===== src/include/gsi_pkg.sv =====
// Package of constants and types for the serial-interface interrupt and status bank
package gsi_pkg;

	// ------------------------------------------------------------
	// Bus widths and answers
	// ------------------------------------------------------------
	localparam int ADDR_W = 20;
	localparam int DATA_W = 32;
	localparam logic [1:0] RESP_OKAY = 2'h0;
	localparam logic [1:0] RESP_SLVERR = 2'h2;

	// ------------------------------------------------------------
	// Register indices and byte addresses
	// ------------------------------------------------------------
	localparam logic [15:0] IDX_IRQ_ENABLE = 16'hA001;
	localparam logic [15:0] IDX_IRQ_LATCHED = 16'hA002;
	localparam logic [15:0] IDX_RESOLVED = 16'hA003;
	localparam logic [19:0] ADDR_IRQ_ENABLE = {2'h0, IDX_IRQ_ENABLE, 2'h0};
	localparam logic [19:0] ADDR_IRQ_LATCHED = {2'h0, IDX_IRQ_LATCHED, 2'h0};
	localparam logic [19:0] ADDR_RESOLVED = {2'h0, IDX_RESOLVED, 2'h0};

	// ------------------------------------------------------------
	// Event field positions (enable and latched registers)
	// ------------------------------------------------------------
	localparam int EVT_LSB = 7;
	localparam int EVT_CNT = 8;
	localparam int BIT_SPEED_CHG = 14;
	localparam int BIT_DUPLEX_CHG = 13;
	localparam int BIT_PAGE_RCVD = 12;
	localparam int BIT_AN_DONE = 11;
	localparam int BIT_LINK_DOWN = 10;
	localparam int BIT_LINK_UP = 9;
	localparam int BIT_SYMBOL_ERR = 8;
	localparam int BIT_FALSE_CARRIER = 7;

	// ------------------------------------------------------------
	// Resolved status field positions
	// ------------------------------------------------------------
	localparam int STS_SPEED_MSB = 15;
	localparam int STS_SPEED_LSB = 14;
	localparam int STS_DUPLEX = 13;
	localparam int STS_PAGE = 12;
	localparam int STS_RESOLVED = 11;
	localparam int STS_LINK = 10;
	localparam int STS_SYNC = 5;
	localparam int STS_NO_ENERGY = 4;
	localparam int STS_TX_PAUSE = 3;
	localparam int STS_RX_PAUSE = 2;

	// ------------------------------------------------------------
	// Reset values and encodings
	// ------------------------------------------------------------
	localparam logic [15:0] RST_IRQ_ENABLE = 16'h0000;
	localparam logic [EVT_CNT-1:0] RST_LATCHED = 8'h00;
	localparam logic RST_NO_ENERGY = 1'h1;
	localparam logic [1:0] SPEED_10 = 2'h0;
	localparam logic [1:0] SPEED_100 = 2'h1;
	localparam logic [1:0] SPEED_1000 = 2'h2;

	// Live state handed in by the serial PCS and negotiation engine
	typedef struct packed {
		logic linkUp;
		logic syncOk;
		logic noEnergy;
		logic anEnabled;
		logic anDone;
		logic pageRcvd;
		logic symbolErr;
		logic falseCarrier;
		logic [1:0] speed;
		logic fullDuplex;
		logic txPause;
		logic rxPause;
	} gsi_pcs_t;

	// Read answer
	typedef struct packed {
		logic [DATA_W-1:0] data;
		logic [1:0] resp;
	} gsi_rd_t;

endpackage


===== src/verilog/gsi_change_detect.sv =====
// Samples live PCS state and turns changes into event strobes
`timescale 1ns/10ps
`default_nettype none
module gsi_change_detect (
	input wire logic clk_sys,
	input wire logic rst_b,
	input wire logic swReset,
	input gsi_pkg::gsi_pcs_t pcsIn,
	output gsi_pkg::gsi_pcs_t pcsNow,
	output logic [gsi_pkg::EVT_CNT-1:0] evtSet
);
	import gsi_pkg::*;

	gsi_pcs_t pcsPrev;
	gsi_pcs_t pcsIdle;

	always_comb begin
		pcsIdle = '0;
		pcsIdle.noEnergy = RST_NO_ENERGY;
	end

	always_ff @(posedge clk_sys or negedge rst_b) begin
		if (!rst_b) begin
			pcsNow <= '{noEnergy: RST_NO_ENERGY, default: 1'b0};
			pcsPrev <= '{noEnergy: RST_NO_ENERGY, default: 1'b0};
		end else if (swReset) begin
			pcsNow <= pcsIdle;
			pcsPrev <= pcsIdle;
		end else begin
			pcsNow <= pcsIn;
			pcsPrev <= pcsNow;
		end
	end

	always_comb begin
		evtSet = '0;
		evtSet[BIT_SPEED_CHG-EVT_LSB] = pcsNow.speed != pcsPrev.speed;
		evtSet[BIT_DUPLEX_CHG-EVT_LSB] = pcsNow.fullDuplex != pcsPrev.fullDuplex;
		evtSet[BIT_PAGE_RCVD-EVT_LSB] = pcsNow.pageRcvd;
		evtSet[BIT_AN_DONE-EVT_LSB] = pcsNow.anDone & ~pcsPrev.anDone;
		evtSet[BIT_LINK_DOWN-EVT_LSB] = pcsPrev.linkUp & ~pcsNow.linkUp;
		evtSet[BIT_LINK_UP-EVT_LSB] = ~pcsPrev.linkUp & pcsNow.linkUp;
		evtSet[BIT_SYMBOL_ERR-EVT_LSB] = pcsNow.symbolErr;
		evtSet[BIT_FALSE_CARRIER-EVT_LSB] = pcsNow.falseCarrier;
	end
endmodule
`default_nettype wire


===== src/verilog/gsi_flag_bank.sv =====
// Bank of latched-high event flags, cleared by reading
`timescale 1ns/10ps
`default_nettype none
module gsi_flag_bank (
	input wire logic clk_sys,
	input wire logic rst_b,
	input wire logic swReset,
	input wire logic readClear,
	input wire logic [gsi_pkg::EVT_CNT-1:0] evtSet,
	output logic [gsi_pkg::EVT_CNT-1:0] flags
);
	import gsi_pkg::*;

	genvar i;
	generate
		for (i = 0; i < EVT_CNT; i++) begin : gFlag
			// Set wins over a clear in the same cycle
			always_ff @(posedge clk_sys or negedge rst_b) begin
				if (!rst_b) begin
					flags[i] <= RST_LATCHED[i];
				end else if (evtSet[i]) begin
					flags[i] <= 1'b1;
				end else if (readClear || swReset) begin
					flags[i] <= 1'b0;
				end
			end
		end
	endgenerate
endmodule
`default_nettype wire


===== src/verilog/gsi_serdes_irq_status.sv =====
// Interrupt enable, latched status and resolved status registers on AXI4-Lite
//
// Function
// - Enable bit 7 gates false-carrier interrupt; resets to zero.
// - Enable bits 14..8 gate the other seven event sources; reset disabled.
// - Latched bit 14 sets on any speed change; read-only, resets zero.
// - Latched bit 13 sets on any duplex change; read-only, resets zero.
// - Page reception sets bit 12 in latched and resolved status registers.
// - Latched bit 11 sets when auto-negotiation completes.
// - Latched bit 10 sets when link goes from up to down.
// - Latched bit 9 sets when link goes from down to up.
// - Latched bit 8 sets on received symbol error, held until cleared.
// - Latched bit 7 sets on false carrier on receive path.
// - Status bits 15:14 give speed: 00 10M, 01 100M, 10 1000M.
// - Speed, duplex and pause fields mean something only while resolved.
// - Resolved bit 11 sets on negotiation done; always one when disabled.
// - Status bit 13: one full duplex, zero half duplex.
// - Status bit 10 shows live unlatched link state.
// - Status bit 5 shows code-group synchronisation.
// - Status bit 4 is one with no receive energy; resets to one.
// - Status bit 3 shows resolved transmit pause.
// - Status bit 2 shows resolved receive pause.
// - Pause bits are informational; no internal behaviour depends on them.
//
// Implementation choice: the AXI4-Lite slave port.
`timescale 1ns/10ps
`default_nettype none
module gsi_serdes_irq_status (
	input wire logic clk_sys,
	input wire logic rst_b,
	input wire logic swReset,
	input gsi_pkg::gsi_pcs_t pcsStatus,
	output logic irqOut,
	input wire logic [gsi_pkg::ADDR_W-1:0] s_axil_awaddr,
	input wire logic s_axil_awvalid,
	output logic s_axil_awready,
	input wire logic [gsi_pkg::DATA_W-1:0] s_axil_wdata,
	input wire logic [3:0] s_axil_wstrb,
	input wire logic s_axil_wvalid,
	output logic s_axil_wready,
	output logic [1:0] s_axil_bresp,
	output logic s_axil_bvalid,
	input wire logic s_axil_bready,
	input wire logic [gsi_pkg::ADDR_W-1:0] s_axil_araddr,
	input wire logic s_axil_arvalid,
	output logic s_axil_arready,
	output logic [gsi_pkg::DATA_W-1:0] s_axil_rdata,
	output logic [1:0] s_axil_rresp,
	output logic s_axil_rvalid,
	input wire logic s_axil_rready
);
	import gsi_pkg::*;

	// ------------------------------------------------------------
	// Declarations
	// ------------------------------------------------------------
	logic awHeld;
	logic [ADDR_W-1:0] awAddr;
	logic wHeld;
	logic [15:0] wData;
	logic [1:0] wStrb;
	logic doWrite;
	logic wrHitEnable;
	logic wrHitLatched;
	logic wrHitResolved;
	logic rdTake;
	logic rdHitEnable;
	logic rdHitLatched;
	logic rdHitResolved;
	logic [15:0] irqEnable;
	logic [EVT_CNT-1:0] evtSet;
	logic [EVT_CNT-1:0] latched;
	logic pageSticky;
	logic resolved;
	gsi_pcs_t pcsNow;
	logic [15:0] latchedWord;
	logic [15:0] resolvedWord;
	gsi_rd_t next_rd;
	logic next_irq;

	// ------------------------------------------------------------
	// Sampling and change detection
	// ------------------------------------------------------------
	gsi_change_detect uDetect (
		.clk_sys(clk_sys),
		.rst_b(rst_b),
		.swReset(swReset),
		.pcsIn(pcsStatus),
		.pcsNow(pcsNow),
		.evtSet(evtSet)
	);

	// ------------------------------------------------------------
	// Latched event flags
	// ------------------------------------------------------------
	gsi_flag_bank uFlags (
		.clk_sys(clk_sys),
		.rst_b(rst_b),
		.swReset(swReset),
		.readClear(rdTake && rdHitLatched),
		.evtSet(evtSet),
		.flags(latched)
	);

	// Page flag mirrored in the resolved status register
	always_ff @(posedge clk_sys or negedge rst_b) begin
		if (!rst_b) begin
			pageSticky <= 1'b0;
		end else if (evtSet[BIT_PAGE_RCVD-EVT_LSB]) begin
			pageSticky <= 1'b1;
		end else if ((rdTake && rdHitResolved) || swReset) begin
			pageSticky <= 1'b0;
		end
	end

	// ------------------------------------------------------------
	// Write address and data channels
	// ------------------------------------------------------------
	assign s_axil_awready = !awHeld;
	assign s_axil_wready = !wHeld;
	assign doWrite = awHeld && wHeld && !s_axil_bvalid;

	always_ff @(posedge clk_sys or negedge rst_b) begin
		if (!rst_b) begin
			awHeld <= 1'b0;
			awAddr <= '0;
		end else if (s_axil_awvalid && s_axil_awready) begin
			awHeld <= 1'b1;
			awAddr <= s_axil_awaddr;
		end else if (doWrite) begin
			awHeld <= 1'b0;
		end
	end

	always_ff @(posedge clk_sys or negedge rst_b) begin
		if (!rst_b) begin
			wHeld <= 1'b0;
			wData <= '0;
			wStrb <= '0;
		end else if (s_axil_wvalid && s_axil_wready) begin
			wHeld <= 1'b1;
			wData <= s_axil_wdata[15:0];
			wStrb <= s_axil_wstrb[1:0];
		end else if (doWrite) begin
			wHeld <= 1'b0;
		end
	end

	// ------------------------------------------------------------
	// Address decode
	// ------------------------------------------------------------
	always_comb begin
		wrHitEnable = 1'b0;
		wrHitLatched = 1'b0;
		wrHitResolved = 1'b0;
		if (awAddr[ADDR_W-1:2] == ADDR_IRQ_ENABLE[ADDR_W-1:2]) begin
			wrHitEnable = 1'b1;
		end else if (awAddr[ADDR_W-1:2] == ADDR_IRQ_LATCHED[ADDR_W-1:2]) begin
			wrHitLatched = 1'b1;
		end else if (awAddr[ADDR_W-1:2] == ADDR_RESOLVED[ADDR_W-1:2]) begin
			wrHitResolved = 1'b1;
		end
	end

	always_comb begin
		rdHitEnable = 1'b0;
		rdHitLatched = 1'b0;
		rdHitResolved = 1'b0;
		if (s_axil_araddr[ADDR_W-1:2] == ADDR_IRQ_ENABLE[ADDR_W-1:2]) begin
			rdHitEnable = 1'b1;
		end else if (s_axil_araddr[ADDR_W-1:2] == ADDR_IRQ_LATCHED[ADDR_W-1:2]) begin
			rdHitLatched = 1'b1;
		end else if (s_axil_araddr[ADDR_W-1:2] == ADDR_RESOLVED[ADDR_W-1:2]) begin
			rdHitResolved = 1'b1;
		end
	end

	// ------------------------------------------------------------
	// Write response
	// ------------------------------------------------------------
	// Read-only registers accept writes and ignore them
	always_ff @(posedge clk_sys or negedge rst_b) begin
		if (!rst_b) begin
			s_axil_bvalid <= 1'b0;
			s_axil_bresp <= RESP_OKAY;
		end else if (doWrite) begin
			s_axil_bvalid <= 1'b1;
			if (wrHitEnable || wrHitLatched || wrHitResolved) begin
				s_axil_bresp <= RESP_OKAY;
			end else begin
				s_axil_bresp <= RESP_SLVERR;
			end
		end else if (s_axil_bvalid && s_axil_bready) begin
			s_axil_bvalid <= 1'b0;
		end
	end

	// ------------------------------------------------------------
	// Interrupt enable register
	// ------------------------------------------------------------
	// Software reset leaves the enables as they were
	always_ff @(posedge clk_sys or negedge rst_b) begin
		if (!rst_b) begin
			irqEnable <= RST_IRQ_ENABLE;
		end else if (doWrite && wrHitEnable) begin
			if (wStrb[0]) begin
				irqEnable[7:0] <= wData[7:0];
			end
			if (wStrb[1]) begin
				irqEnable[15:8] <= wData[15:8];
			end
		end
	end

	// ------------------------------------------------------------
	// Read words
	// ------------------------------------------------------------
	always_comb begin
		latchedWord = '0;
		latchedWord[EVT_LSB +: EVT_CNT] = latched;
	end

	// Forced resolved while negotiation is off
	assign resolved = !pcsNow.anEnabled || pcsNow.anDone;

	// Speed, duplex and pause shown as they are; readers check resolved
	always_comb begin
		resolvedWord = '0;
		resolvedWord[STS_SPEED_MSB:STS_SPEED_LSB] = pcsNow.speed;
		resolvedWord[STS_DUPLEX] = pcsNow.fullDuplex;
		resolvedWord[STS_PAGE] = pageSticky;
		resolvedWord[STS_RESOLVED] = resolved;
		resolvedWord[STS_LINK] = pcsNow.linkUp;
		resolvedWord[STS_SYNC] = pcsNow.syncOk;
		resolvedWord[STS_NO_ENERGY] = pcsNow.noEnergy;
		resolvedWord[STS_TX_PAUSE] = pcsNow.txPause;
		resolvedWord[STS_RX_PAUSE] = pcsNow.rxPause;
	end

	// ------------------------------------------------------------
	// Read channel
	// ------------------------------------------------------------
	assign s_axil_arready = !s_axil_rvalid;
	assign rdTake = s_axil_arvalid && s_axil_arready;

	always_comb begin
		next_rd.data = '0;
		next_rd.resp = RESP_OKAY;
		if (rdHitEnable) begin
			next_rd.data[15:0] = irqEnable;
		end else if (rdHitLatched) begin
			next_rd.data[15:0] = latchedWord;
		end else if (rdHitResolved) begin
			next_rd.data[15:0] = resolvedWord;
		end else begin
			next_rd.resp = RESP_SLVERR;
		end
	end

	always_ff @(posedge clk_sys or negedge rst_b) begin
		if (!rst_b) begin
			s_axil_rvalid <= 1'b0;
			s_axil_rdata <= '0;
			s_axil_rresp <= RESP_OKAY;
		end else if (rdTake) begin
			s_axil_rvalid <= 1'b1;
			s_axil_rdata <= next_rd.data;
			s_axil_rresp <= next_rd.resp;
		end else if (s_axil_rvalid && s_axil_rready) begin
			s_axil_rvalid <= 1'b0;
		end
	end

	// ------------------------------------------------------------
	// Interrupt output
	// ------------------------------------------------------------
	assign next_irq = |(latched & irqEnable[EVT_LSB +: EVT_CNT]);

	always_ff @(posedge clk_sys or negedge rst_b) begin
		if (!rst_b) begin
			irqOut <= 1'b0;
		end else begin
			irqOut <= next_irq;
		end
	end

endmodule
`default_nettype wire


===== config.mk =====
export PLATFORM = sky130hd
export DESIGN_NAME = gsi_serdes_irq_status
export DESIGN_NICKNAME = d
export VERILOG_FILES = /design/src/include/gsi_pkg.sv /design/src/verilog/gsi_change_detect.sv /design/src/verilog/gsi_flag_bank.sv /design/src/verilog/gsi_serdes_irq_status.sv
export SDC_FILE = /design/constraint.sdc
export NUM_CORES = 1
export LEC_CHECK = 0
export BUFFER_PORTS_ARGS = -buffer_cell sky130_fd_sc_hd__buf_2
export CAP_MARGIN = 20
export CORE_MARGIN = 2
export CORE_UTILIZATION = 50
export CTS_CLUSTER_DIAMETER = 100
export DETAILED_ROUTE_END_ITERATION = 6
export HOLD_SLACK_MARGIN = 0.12
export PLACE_DENSITY_LB_ADDON = 0.3
export SYNTH_ARGS = -nofsm -noshare
export SYNTH_HDL_FRONTEND = slang
export SYNTH_SLANG_ARGS = --single-unit
export TNS_END_PERCENT = 30

===== constraint.sdc =====
create_clock -name clk_sys -period 1.9 [get_ports clk_sys]
set_input_delay 0.475 -clock clk_sys [delete_from_list [all_inputs] [get_ports clk_sys]]
set_output_delay 0.475 -clock clk_sys [all_outputs]
set_load 0.01 [all_outputs]

==> key figures, run 1 <==
Outcome
  • Status: finished, final reports clean

Logic synthesis
  • Asr flop ratio synth: 100%
  • Top cells by area, synth: dfrtp_1, mux2_2, buf_4
  • Yosys reg bits: 102
  • Sequential share of the synthesized area: 61.0%
  • Cell taking the most area after synthesis: dfrtp_1
  • Cell variety after synth: 43
  • Post-synth EDFFs: 0
  • Most common cell in the netlist: dfrtp_1
  • Most frequent cells after synthesis: dfrtp_1, mux2_2, nor2b_1
  • Syn_area_per_cell: 13.7 sq um
  • Main synth FF type: dfrtp_1
  • Syn Inst Count: 306
  • Mapped Area: 4190 sq um
  • Ys Warns: 0
  • Top cell type's share of synthesized area: 60.4%

Worst setup path
  • R2r setup slk: 0.19 ns
  • Critical-path cell list: buf_2 > or4_4 > nor4_4 > a21oi_2 > a211o_1
  • CP max FO: 8
  • CP delay by family, top: simple AND/OR/NAND/NOR gates
  • Worst r2r path cells: 4
  • Reg2reg end: irqEnable[15]
  • Worst Setup SP: s_axil_araddr[10]
  • R2r startpoint: awAddr[5]
  • Crit start category: input port
  • Worst Path Buf+Inv: 1
  • CP arrival: 2.01 ns
  • Critical path depth in cells: 5
  • Crit-path slowest cell: or4_4
  • Critical Path End: uFlags.flags[7]
  • Crit path required time: 2.15 ns
  • Max incr delay on CP: 0.56 ns
  • Setup crit end kind: register
  • Crit Path Class: in2reg

Route
  • 1st-pass router iterations: 4
  • Initial DRC Count: 95
  • Vias/cell: 5.15
  • Wirelength per Cell: 14.9 microns
  • WL final: 7890 microns
  • Vias: 2721
  • Routed Antenna Nets: 0
  • DRC: 0

Clock network
  • Clock Latency Late Sink: 0.36 ns
  • Max H-tree Level: 3
  • # Post-CTS Setup Buffers: 0
  • Total CTS buffers: 9
  • CTS tree: built
  • Root Driver: clkbuf_8
  • Clock buffer depth: 2
  • CTS clk-pin slew, worst paths: 0.09 ns
  • Clk sinks: 102

Place
  • Post-DP HPWL: 5920 microns
  • Placer Congestion: 0.785
  • Number of port buffers: 98
  • DP Area: 4800 sq um
  • DP Cell Count: 511

Finish
  • Cell area after layout: 5050 sq um
  • Fin util: 61.7%
  • ANT cells: 0
  • Final non-filler cell total: 528
  • Area grow syn2layout: 20.6%
  • Fraction of layout cells with a size suffix above 1: 46.1%
  • Net count reported at finish: 515

Die
  • Starting density of the core: 51.2%
  • Die Y: 95.5 microns
  • # IOs: 139
  • Die X: 95.5 microns
  • Core Region: 8180 sq um
  • Die ar.: 9120 sq um
  • # rows: 33

STA
  • Final setup viols: 0
  • Max Clock Skew: 0.0159 ns
  • Final hold slack: 0.309 ns
  • RSZ-0062 raised after global routing: no
  • Fmax achieved: 0.566 GHz
  • Final hold violation count: 0
  • Period utilization: 92.9%
  • Pins over their slew limit: 0
  • Min Tclk post-route: 1.77 ns

Flow run
  • Max Cap Violations: 0

Global route
  • Vias in the first global route: 2673
  • Total GRT Usage: 18.6%
  • First-pass GRT wire length: 12700 microns
  • Initial antenna violation count: 0
  • Grt ovf: 0
  • Largest net degree at the start of global routing: 33

Power and ir drop
  • Worst vdd ir: 626 uV
  • Power Density: 1060 nW/um^2
  • Total power: 5350 uW
  • Leak Pwr: 0.00249 uW

Min path
  • Worst hold path class: in2reg
[stage by stage]
stage          TNS (ns)  setup slack [ns]
2_1_floorplan   -0.0590           -0.0116
4_1_cts               0           0.00928
5_1_grt               0            0.0446
6_report              0             0.134
3_3_place_gp      -4.63            -0.256
3_5_place_dp      -4.36            -0.248
[worst min path at each step]
stage	start	end	slack, ns	cells after the start
finish	s_axil_rready	s_axil_rvalid	0.31	2
global route	s_axil_rready	s_axil_rvalid	0.30	2
CTS	s_axil_rready	s_axil_rvalid	0.28	2
detailed placement	uDetect.pcsPrev[8]	uFlags.flags[4]	0.42	1
global placement	uDetect.pcsPrev[8]	uFlags.flags[4]	0.41	1
floorplan	rst_b	awAddr[10]	0.18	0
[report_power, final]
| part | total [uW] | internal (uW) | switching, uW |
|---|---|---|---|
| clock | 1500 | 781 | 716 |
| sequential | 2890 | 2640 | 256 |
| combinational | 961 | 574 | 387 |
| total | 5350 | 3990 | 1360 |
[state kept, by name, summed over array words and instances (netlist names), 2 cells and up]
signal,count
awAddr,18
irqEnable,16
s_axil_rdata,16
uDetect.evtSet,3
uDetect.pcsNow,10
uDetect.pcsPrev,5
uFlags.flags,8
wData,16
wStrb,2
[per-layer routing]
metal  share of wire [%]  up-vias  GRT usage (%)  wire length [microns]
met5                   0        -              0                      0
met4                 1.7        0           7.02                    131
met3                 8.2       11           5.69                    647
met2                  46      104           28.5                   3610
met1                  44     1326           25.0                   3510
li1                    -     1280              -                      -
[layout by cell type, fill, tap and decap left out, drive strengths merged, types with 2 or more instances in the layout]
master	synthesis	routed
nor3b	2	2
nand3	3	3
or4	3	3
nor2b	20	20
mux2	57	57
mux2i	5	5
bufinv	0	2
o2bb2ai	2	2
o31ai	5	5
nand2	10	10
inv	7	7
xor2	3	3
a22oi	8	8
conb	1	18
a21oi	2	2
clkbuf	7	11
a221o	3	3
a21o	4	4
a22o	4	4
buf	22	112
o21ai	9	9
clkinvlp	0	2
o21a	3	3
dfrtp	101	101
nand4	2	2
nor4	5	5
or4b	2	2
and2	4	4
[worst reg2reg max path, cell delays in order, from the launching register on]
cell and delay, ns:
dfrtp_1 0.39, nor4_1 0.34, and4_1 0.30, nand3_2 0.23, mux2_2 0.34
[final cells by class]
type	count	area, sq um
Tap cell	105	131
Timing Repair Buffer	113	608
Clock buffer	11	141
Fill cell	681	3130
Clock inverter	5	83.8
Sequential cell	102	2550
Inverter	7	26.3
Multi-Input combinational cell	185	1500
[cell families after synthesis]
family / count (synthesis) / share of synthesized area, %
AOI/OAI and AO/OA: 44 / 7.71
DFF: 102 / 61.0
other: 1 / 0.0896
muxes: 62 / 16.5
and+or+nand+nor: 58 / 9.15
xor gates and xnor gates: 3 / 0.628
buffers and inverters: 36 / 4.87
[repair_timing]
item                                    4_1_cts  5_1_grt
hold buffers                                  1        0
endpoints found under the hold margin        27        0
gates resized for setup                       0        2
endpoints found under the setup margin        0        8
No activity file was read; power rests on OpenSTA's default activity.
==> run 2, diff against run 1 <==
--- a/config.mk
+++ b/config.mk
@@ -7,7 +7,6 @@
 export LEC_CHECK = 0
 export BUFFER_PORTS_ARGS = -buffer_cell sky130_fd_sc_hd__buf_2
 export CAP_MARGIN = 20
-export CORE_MARGIN = 2
 export CORE_UTILIZATION = 50
 export CTS_CLUSTER_DIAMETER = 100
 export DETAILED_ROUTE_END_ITERATION = 6
==> run 2 against run 1 <==
Largest power group unchanged. Highest routed layer unchanged. Clock skew fell by 0.0037 ns. Maximum frequency fell by 1.8%. Register-to-register slack barely moved. Global-route usage rose by 0.94 points. Via count rose by 0.15%. Combinational power rose by 0.6%. Cell count did not move. Hold slack got worse by 0.015 ns.
==> key figures, run 2 (synthesis gave the netlist of run 1 again) <==
Outcome
  • Status: finished, final reports clean

Power and ir drop
  • Leak Pwr: 0.00248 uW
  • Worst vdd ir: 627 uV
  • Power Density: 1020 nW/um^2
  • Total power: 5100 uW

Flow run
  • Max Cap Violations: 0

Route
  • 1st-pass router iterations: 4
  • Met3 wire len: 536 microns
  • Highest metal used: met4
  • Initial DRC Count: 72
  • Vias: 2725
  • Routed Antenna Nets: 0
  • Wirelength per Cell: 14.5 microns
  • WL met1: 3480 microns
  • DRC: 0
  • Vias/cell: 5.16
  • WL final: 7680 microns
  • Metal2 WL: 3570 microns

Die
  • Starting density of the core: 51.2%
  • Core Region: 8180 sq um
  • Die ar.: 8740 sq um
  • Die Y: 93.5 microns
  • Die X: 93.5 microns
  • # rows: 33
  • # IOs: 139

Min path
  • Hold path endpoint: s_axil_bvalid
  • Worst hold path class: in2reg
  • Worst Hold Launch: s_axil_bready
  • Hold depth: 2

Worst setup path
  • Critical-path cell list: buf_2 > or4b_4 > nor4_1 > and3_1 > buf_4 > a221o_1
  • CP max FO: 3
  • R2r startpoint: s_axil_bvalid
  • Crit path required time: 2.20 ns
  • Crit Path Class: in2reg
  • Worst Path Buf+Inv: 2
  • Crit-path slowest cell: or4b_4
  • Crit start category: input port
  • Reg2reg end: irqEnable[12]
  • CP delay by family, top: simple AND/OR/NAND/NOR gates
  • R2r setup slk: 0.18 ns
  • Max incr delay on CP: 0.56 ns
  • Setup crit end kind: register
  • CP arrival: 2.10 ns
  • Worst r2r path cells: 4

Clock network
  • Max H-tree Level: 3
  • CTS clk-pin slew, worst paths: 0.10 ns
  • Clock Latency Late Sink: 0.36 ns
  • Total CTS buffers: 9
  • Clock buffer depth: 2
  • CTS tree: built
  • Clk sinks: 102
  • Root Driver: clkbuf_8

STA
  • Max Clock Skew: 0.0122 ns
  • Fmax achieved: 0.556 GHz
  • Pins over their slew limit: 0
  • Period utilization: 94.7%
  • RSZ-0062 raised after global routing: no
  • Final hold violation count: 0
  • Final setup viols: 0
  • Min Tclk post-route: 1.80 ns
  • TNS Setup: 0 ns

Global route
  • Vias in the first global route: 2644
  • First-pass GRT wire length: 12800 microns
  • Initial antenna violation count: 0
  • Largest net degree at the start of global routing: 34
  • Grt ovf: 0
  • Total GRT Usage: 19.5%

Finish
  • Net count reported at finish: 515
  • Max FFs per register: 18
  • Fraction of layout cells with a size suffix above 1: 46.1%
  • ANT cells: 0
  • Most common cell after layout, fill and taps aside: dfrtp_1
  • Commonest non-fill, non-tap cells in the layout: dfrtp_1, buf_2, mux2_2
  • Top reg by flops: awAddr
  • Area grow syn2layout: 19.7%

Place
  • Post-DP HPWL: 5810 microns
  • Number of port buffers: 98
  • Placer Congestion: 0.800
run 2: changes by cell type in the layout (fill, tap and decap cells not counted):
cell        delta
inv_6          +4
bufinv_16      -2
buf_12         +1
buf_4          -1
clkbuf_1       -1
clkbuf_8       -1
clkinv_2       +1
clkinvlp_4     -1
nor3b_1        +1
nor3b_2        -1
run 2: where the power goes:
group          switching (uW)  internal (uW)
Clock                     749            495
Sequential                253           2640
Combinational             388            580
Total                    1390           3710
run 2: metal layers:
layer | up-vias | GRT usage (%)
met1 | 1338 | 26.1
li1 | 1276 | -
met5 | - | 0
met3 | 8 | 5.04
met4 | 0 | 7.31
met2 | 103 | 30.7
run 2: worst max-delay path by stage:
stage                                 start          endpoint  slack [ns]  depth (start not counted)
after floorplan           s_axil_araddr[10]  s_axil_rdata[10]       -0.01                          3
after CTS                         awAddr[5]     irqEnable[12]        0.07                          4
after detailed placement  s_axil_araddr[10]   uFlags.flags[7]       -0.28                          5
after global placement    s_axil_araddr[10]   uFlags.flags[7]       -0.23                          5
final                     s_axil_araddr[19]   s_axil_rdata[9]        0.10                          6
after global routing      s_axil_araddr[19]   s_axil_rdata[3]       0.009                          6
run 2: through the flow:
step	util, %	setup slack (ns)	cell area [sq um]	hold WS (ns)	cells
2_1_floorplan	-	-0.0116	4250	0.179	323
3_3_place_gp	58.9	-0.228	4810	0.407	511
3_5_place_dp	58.9	-0.283	4810	0.416	511
4_1_cts	61.2	0.0668	5000	0.275	528
5_1_grt	61.3	0.00917	5010	0.270	528
6_report	61.3	0.101	5010	0.294	528
run 2: cell type report:
cell class / count / area, sq um
multi-input cells: 185 / 1500
flip-flops and latches: 102 / 2550
fillers: 673 / 3170
clock inverters: 7 / 56.3
well taps: 105 / 131
clock buffers: 9 / 124
repair buffers: 113 / 621
inverters: 7 / 26.3
run 2: what timing repair did:
action | 4_1_cts | 5_1_grt
gates resized for setup | 0 | 1
endpoints found under the hold margin | 26 | 0
hold buffers | 1 | 0
setup endpoints to repair | 0 | 8
buffers inserted | 0 | 0
==> run 3, diff against run 2 <==
--- a/config.mk
+++ b/config.mk
@@ -6,13 +6,13 @@
 export NUM_CORES = 1
 export LEC_CHECK = 0
 export BUFFER_PORTS_ARGS = -buffer_cell sky130_fd_sc_hd__buf_2
-export CAP_MARGIN = 20
-export CORE_UTILIZATION = 50
+export CORE_UTILIZATION = 51
 export CTS_CLUSTER_DIAMETER = 100
 export DETAILED_ROUTE_END_ITERATION = 6
 export HOLD_SLACK_MARGIN = 0.12
 export PLACE_DENSITY_LB_ADDON = 0.3
 export SYNTH_ARGS = -nofsm -noshare
 export SYNTH_HDL_FRONTEND = slang
+export SYNTH_HIERARCHICAL = 1
 export SYNTH_SLANG_ARGS = --single-unit
 export TNS_END_PERCENT = 30
==> run 3 against run 2 <==
Power rose by 0.65%. Synthesized cell count increased by 2.3%. Hold slack got worse by 0.016 ns. Combinational power about the same. Cell count is 1.1% higher. Critical path type is now reg2reg. Largest cell class unchanged. Largest power group unchanged.
==> key figures, run 3 <==
Finish
  • Fraction of layout cells with a size suffix above 1: 45.7%
  • Top reg by flops: awAddr
  • Max FFs per register: 18
  • Commonest non-fill, non-tap cells in the layout: dfrtp_1, buf_2, mux2_2
  • Final non-filler cell total: 534
  • Area grow syn2layout: 18.7%
  • Most common cell after layout, fill and taps aside: dfrtp_1
  • Cell area after layout: 5100 sq um
  • ANT cells: 0
  • Net count reported at finish: 521

Place
  • DP Cell Count: 517
  • Placer Congestion: 0.791
  • Post-DP HPWL: 5820 microns
  • DP Area: 4910 sq um
  • Number of port buffers: 98

Min path
  • Worst hold path class: in2reg

Clock network
  • Clock Latency Late Sink: 0.36 ns
  • CTS clk-pin slew, worst paths: 0.10 ns
  • Clk sinks: 102
  • Max H-tree Level: 3
  • Root Driver: clkbuf_8
  • Clock buffer depth: 2
  • Total CTS buffers: 9
  • CTS tree: built

Worst setup path
  • Worst Setup SP: awAddr[10]
  • R2r setup slk: 0.19 ns
  • CP max FO: 8
  • R2r startpoint: awAddr[10]
  • Crit Path Class: reg2reg
  • Reg2reg end: irqEnable[3]
  • CP arrival: 1.95 ns
  • Setup crit end kind: register
  • Worst r2r path cells: 4
  • Critical Path End: irqEnable[3]
  • Crit path required time: 2.14 ns
  • Crit start category: register

Logic synthesis
  • Syn_area_per_cell: 13.7 sq um
  • Ys Warns: 6
  • Mapped Area: 4300 sq um
  • Syn Inst Count: 313

Route
  • WL final: 7740 microns
  • Routed Antenna Nets: 0
  • 1st-pass router iterations: 4
  • DRC: 0
  • Wirelength per Cell: 14.5 microns
  • Vias/cell: 5.10
  • Initial DRC Count: 66
  • Vias: 2725

Power and ir drop
  • Leak Pwr: 0.00251 uW
  • Worst vdd ir: 736 uV
  • Total power: 5130 uW
  • Power Density: 1010 nW/um^2

Global route
  • Grt ovf: 0
  • Largest net degree at the start of global routing: 46
  • Initial antenna violation count: 0
  • Total GRT Usage: 19.4%
  • Vias in the first global route: 2790
  • First-pass GRT wire length: 12900 microns

Flow run
  • Max Cap Violations: 0

Die
  • # IOs: 139
  • # rows: 33
  • Starting density of the core: 52.6%
  • Die ar.: 8800 sq um
  • Die X: 93.8 microns
  • Core Region: 8180 sq um
  • Die Y: 93.8 microns

Outcome
  • Status: finished, final reports clean

STA
  • Fmax achieved: 0.585 GHz
  • Final hold violation count: 0
  • TNS Setup: 0 ns
  • Final setup viols: 0
  • Final hold slack: 0.278 ns
  • Max Clock Skew: 0.0112 ns
  • Period utilization: 90.0%
  • RSZ-0062 raised after global routing: no
  • Pins over their slew limit: 0
  • Min Tclk post-route: 1.71 ns
==> run 3: report_power, final <==
part,switching (uW),internal [uW],total (uW)
registers,264,2640,2900
clock network,734,494,1230
logic,403,597,1000
==> run 3: layer usage <==
layer  up-vias  part of all wire (%)  global-route usage [%]
met1      1320                    42                    24.3
met4         0                  0.76                    4.62
met3         8                   9.0                    7.44
met5         -                     0                       0
li1       1297                     -                       -
met2       100                    48                    31.7
==> run 3: worst min-delay path by stage <==
stage	to	depth (start not counted)	slack, ns	start
6_report	s_axil_bvalid	2	0.28	s_axil_bready
5_1_grt	uDetect/pcsNow[10]	2	0.28	pcsStatus[10]
4_1_cts	s_axil_bvalid	2	0.25	s_axil_bready
3_5_place_dp	uFlags/flags[0]	1	0.42	uDetect/evtSet[0]
3_3_place_gp	uFlags/flags[1]	1	0.41	uDetect/evtSet[1]
2_1_floorplan	awAddr[10]	0	0.18	rst_b
==> run 3: repair_timing <==
item                       in CTS  in global routing
gates resized for setup         0                  1
setup endpoints to repair       0                  7
buffers inserted                0                  0
hold endpoints to repair       30                  0
hold buffers                    1                  0
==> run 3: area by class of cell <==
| type | count | area, sq um |
|---|---|---|
| repair buffers | 110 | 611 |
| clock buffers | 11 | 131 |
| fillers | 688 | 3070 |
| well taps | 105 | 131 |
| inverters | 6 | 22.5 |
| multi-input cells | 195 | 1610 |
| clock inverters | 5 | 43.8 |
| flip-flops and latches | 102 | 2550 |
==> run 3: through the flow <==
stage	utilization, %	worst slack, ns
floorplan	-	0.128
global placement	60.1	0.00660
detailed placement	60.1	0.0236
CTS	62.3	0.128
global route	62.4	0.0207
finish	62.4	0.190
==> run 3: worst max-delay path: stages (launching register included) <==
cell and delay, ns:
dfrtp_1 0.40, nor4_2 0.30, and4_1 0.32, nand3_2 0.24, mux2_2 0.34
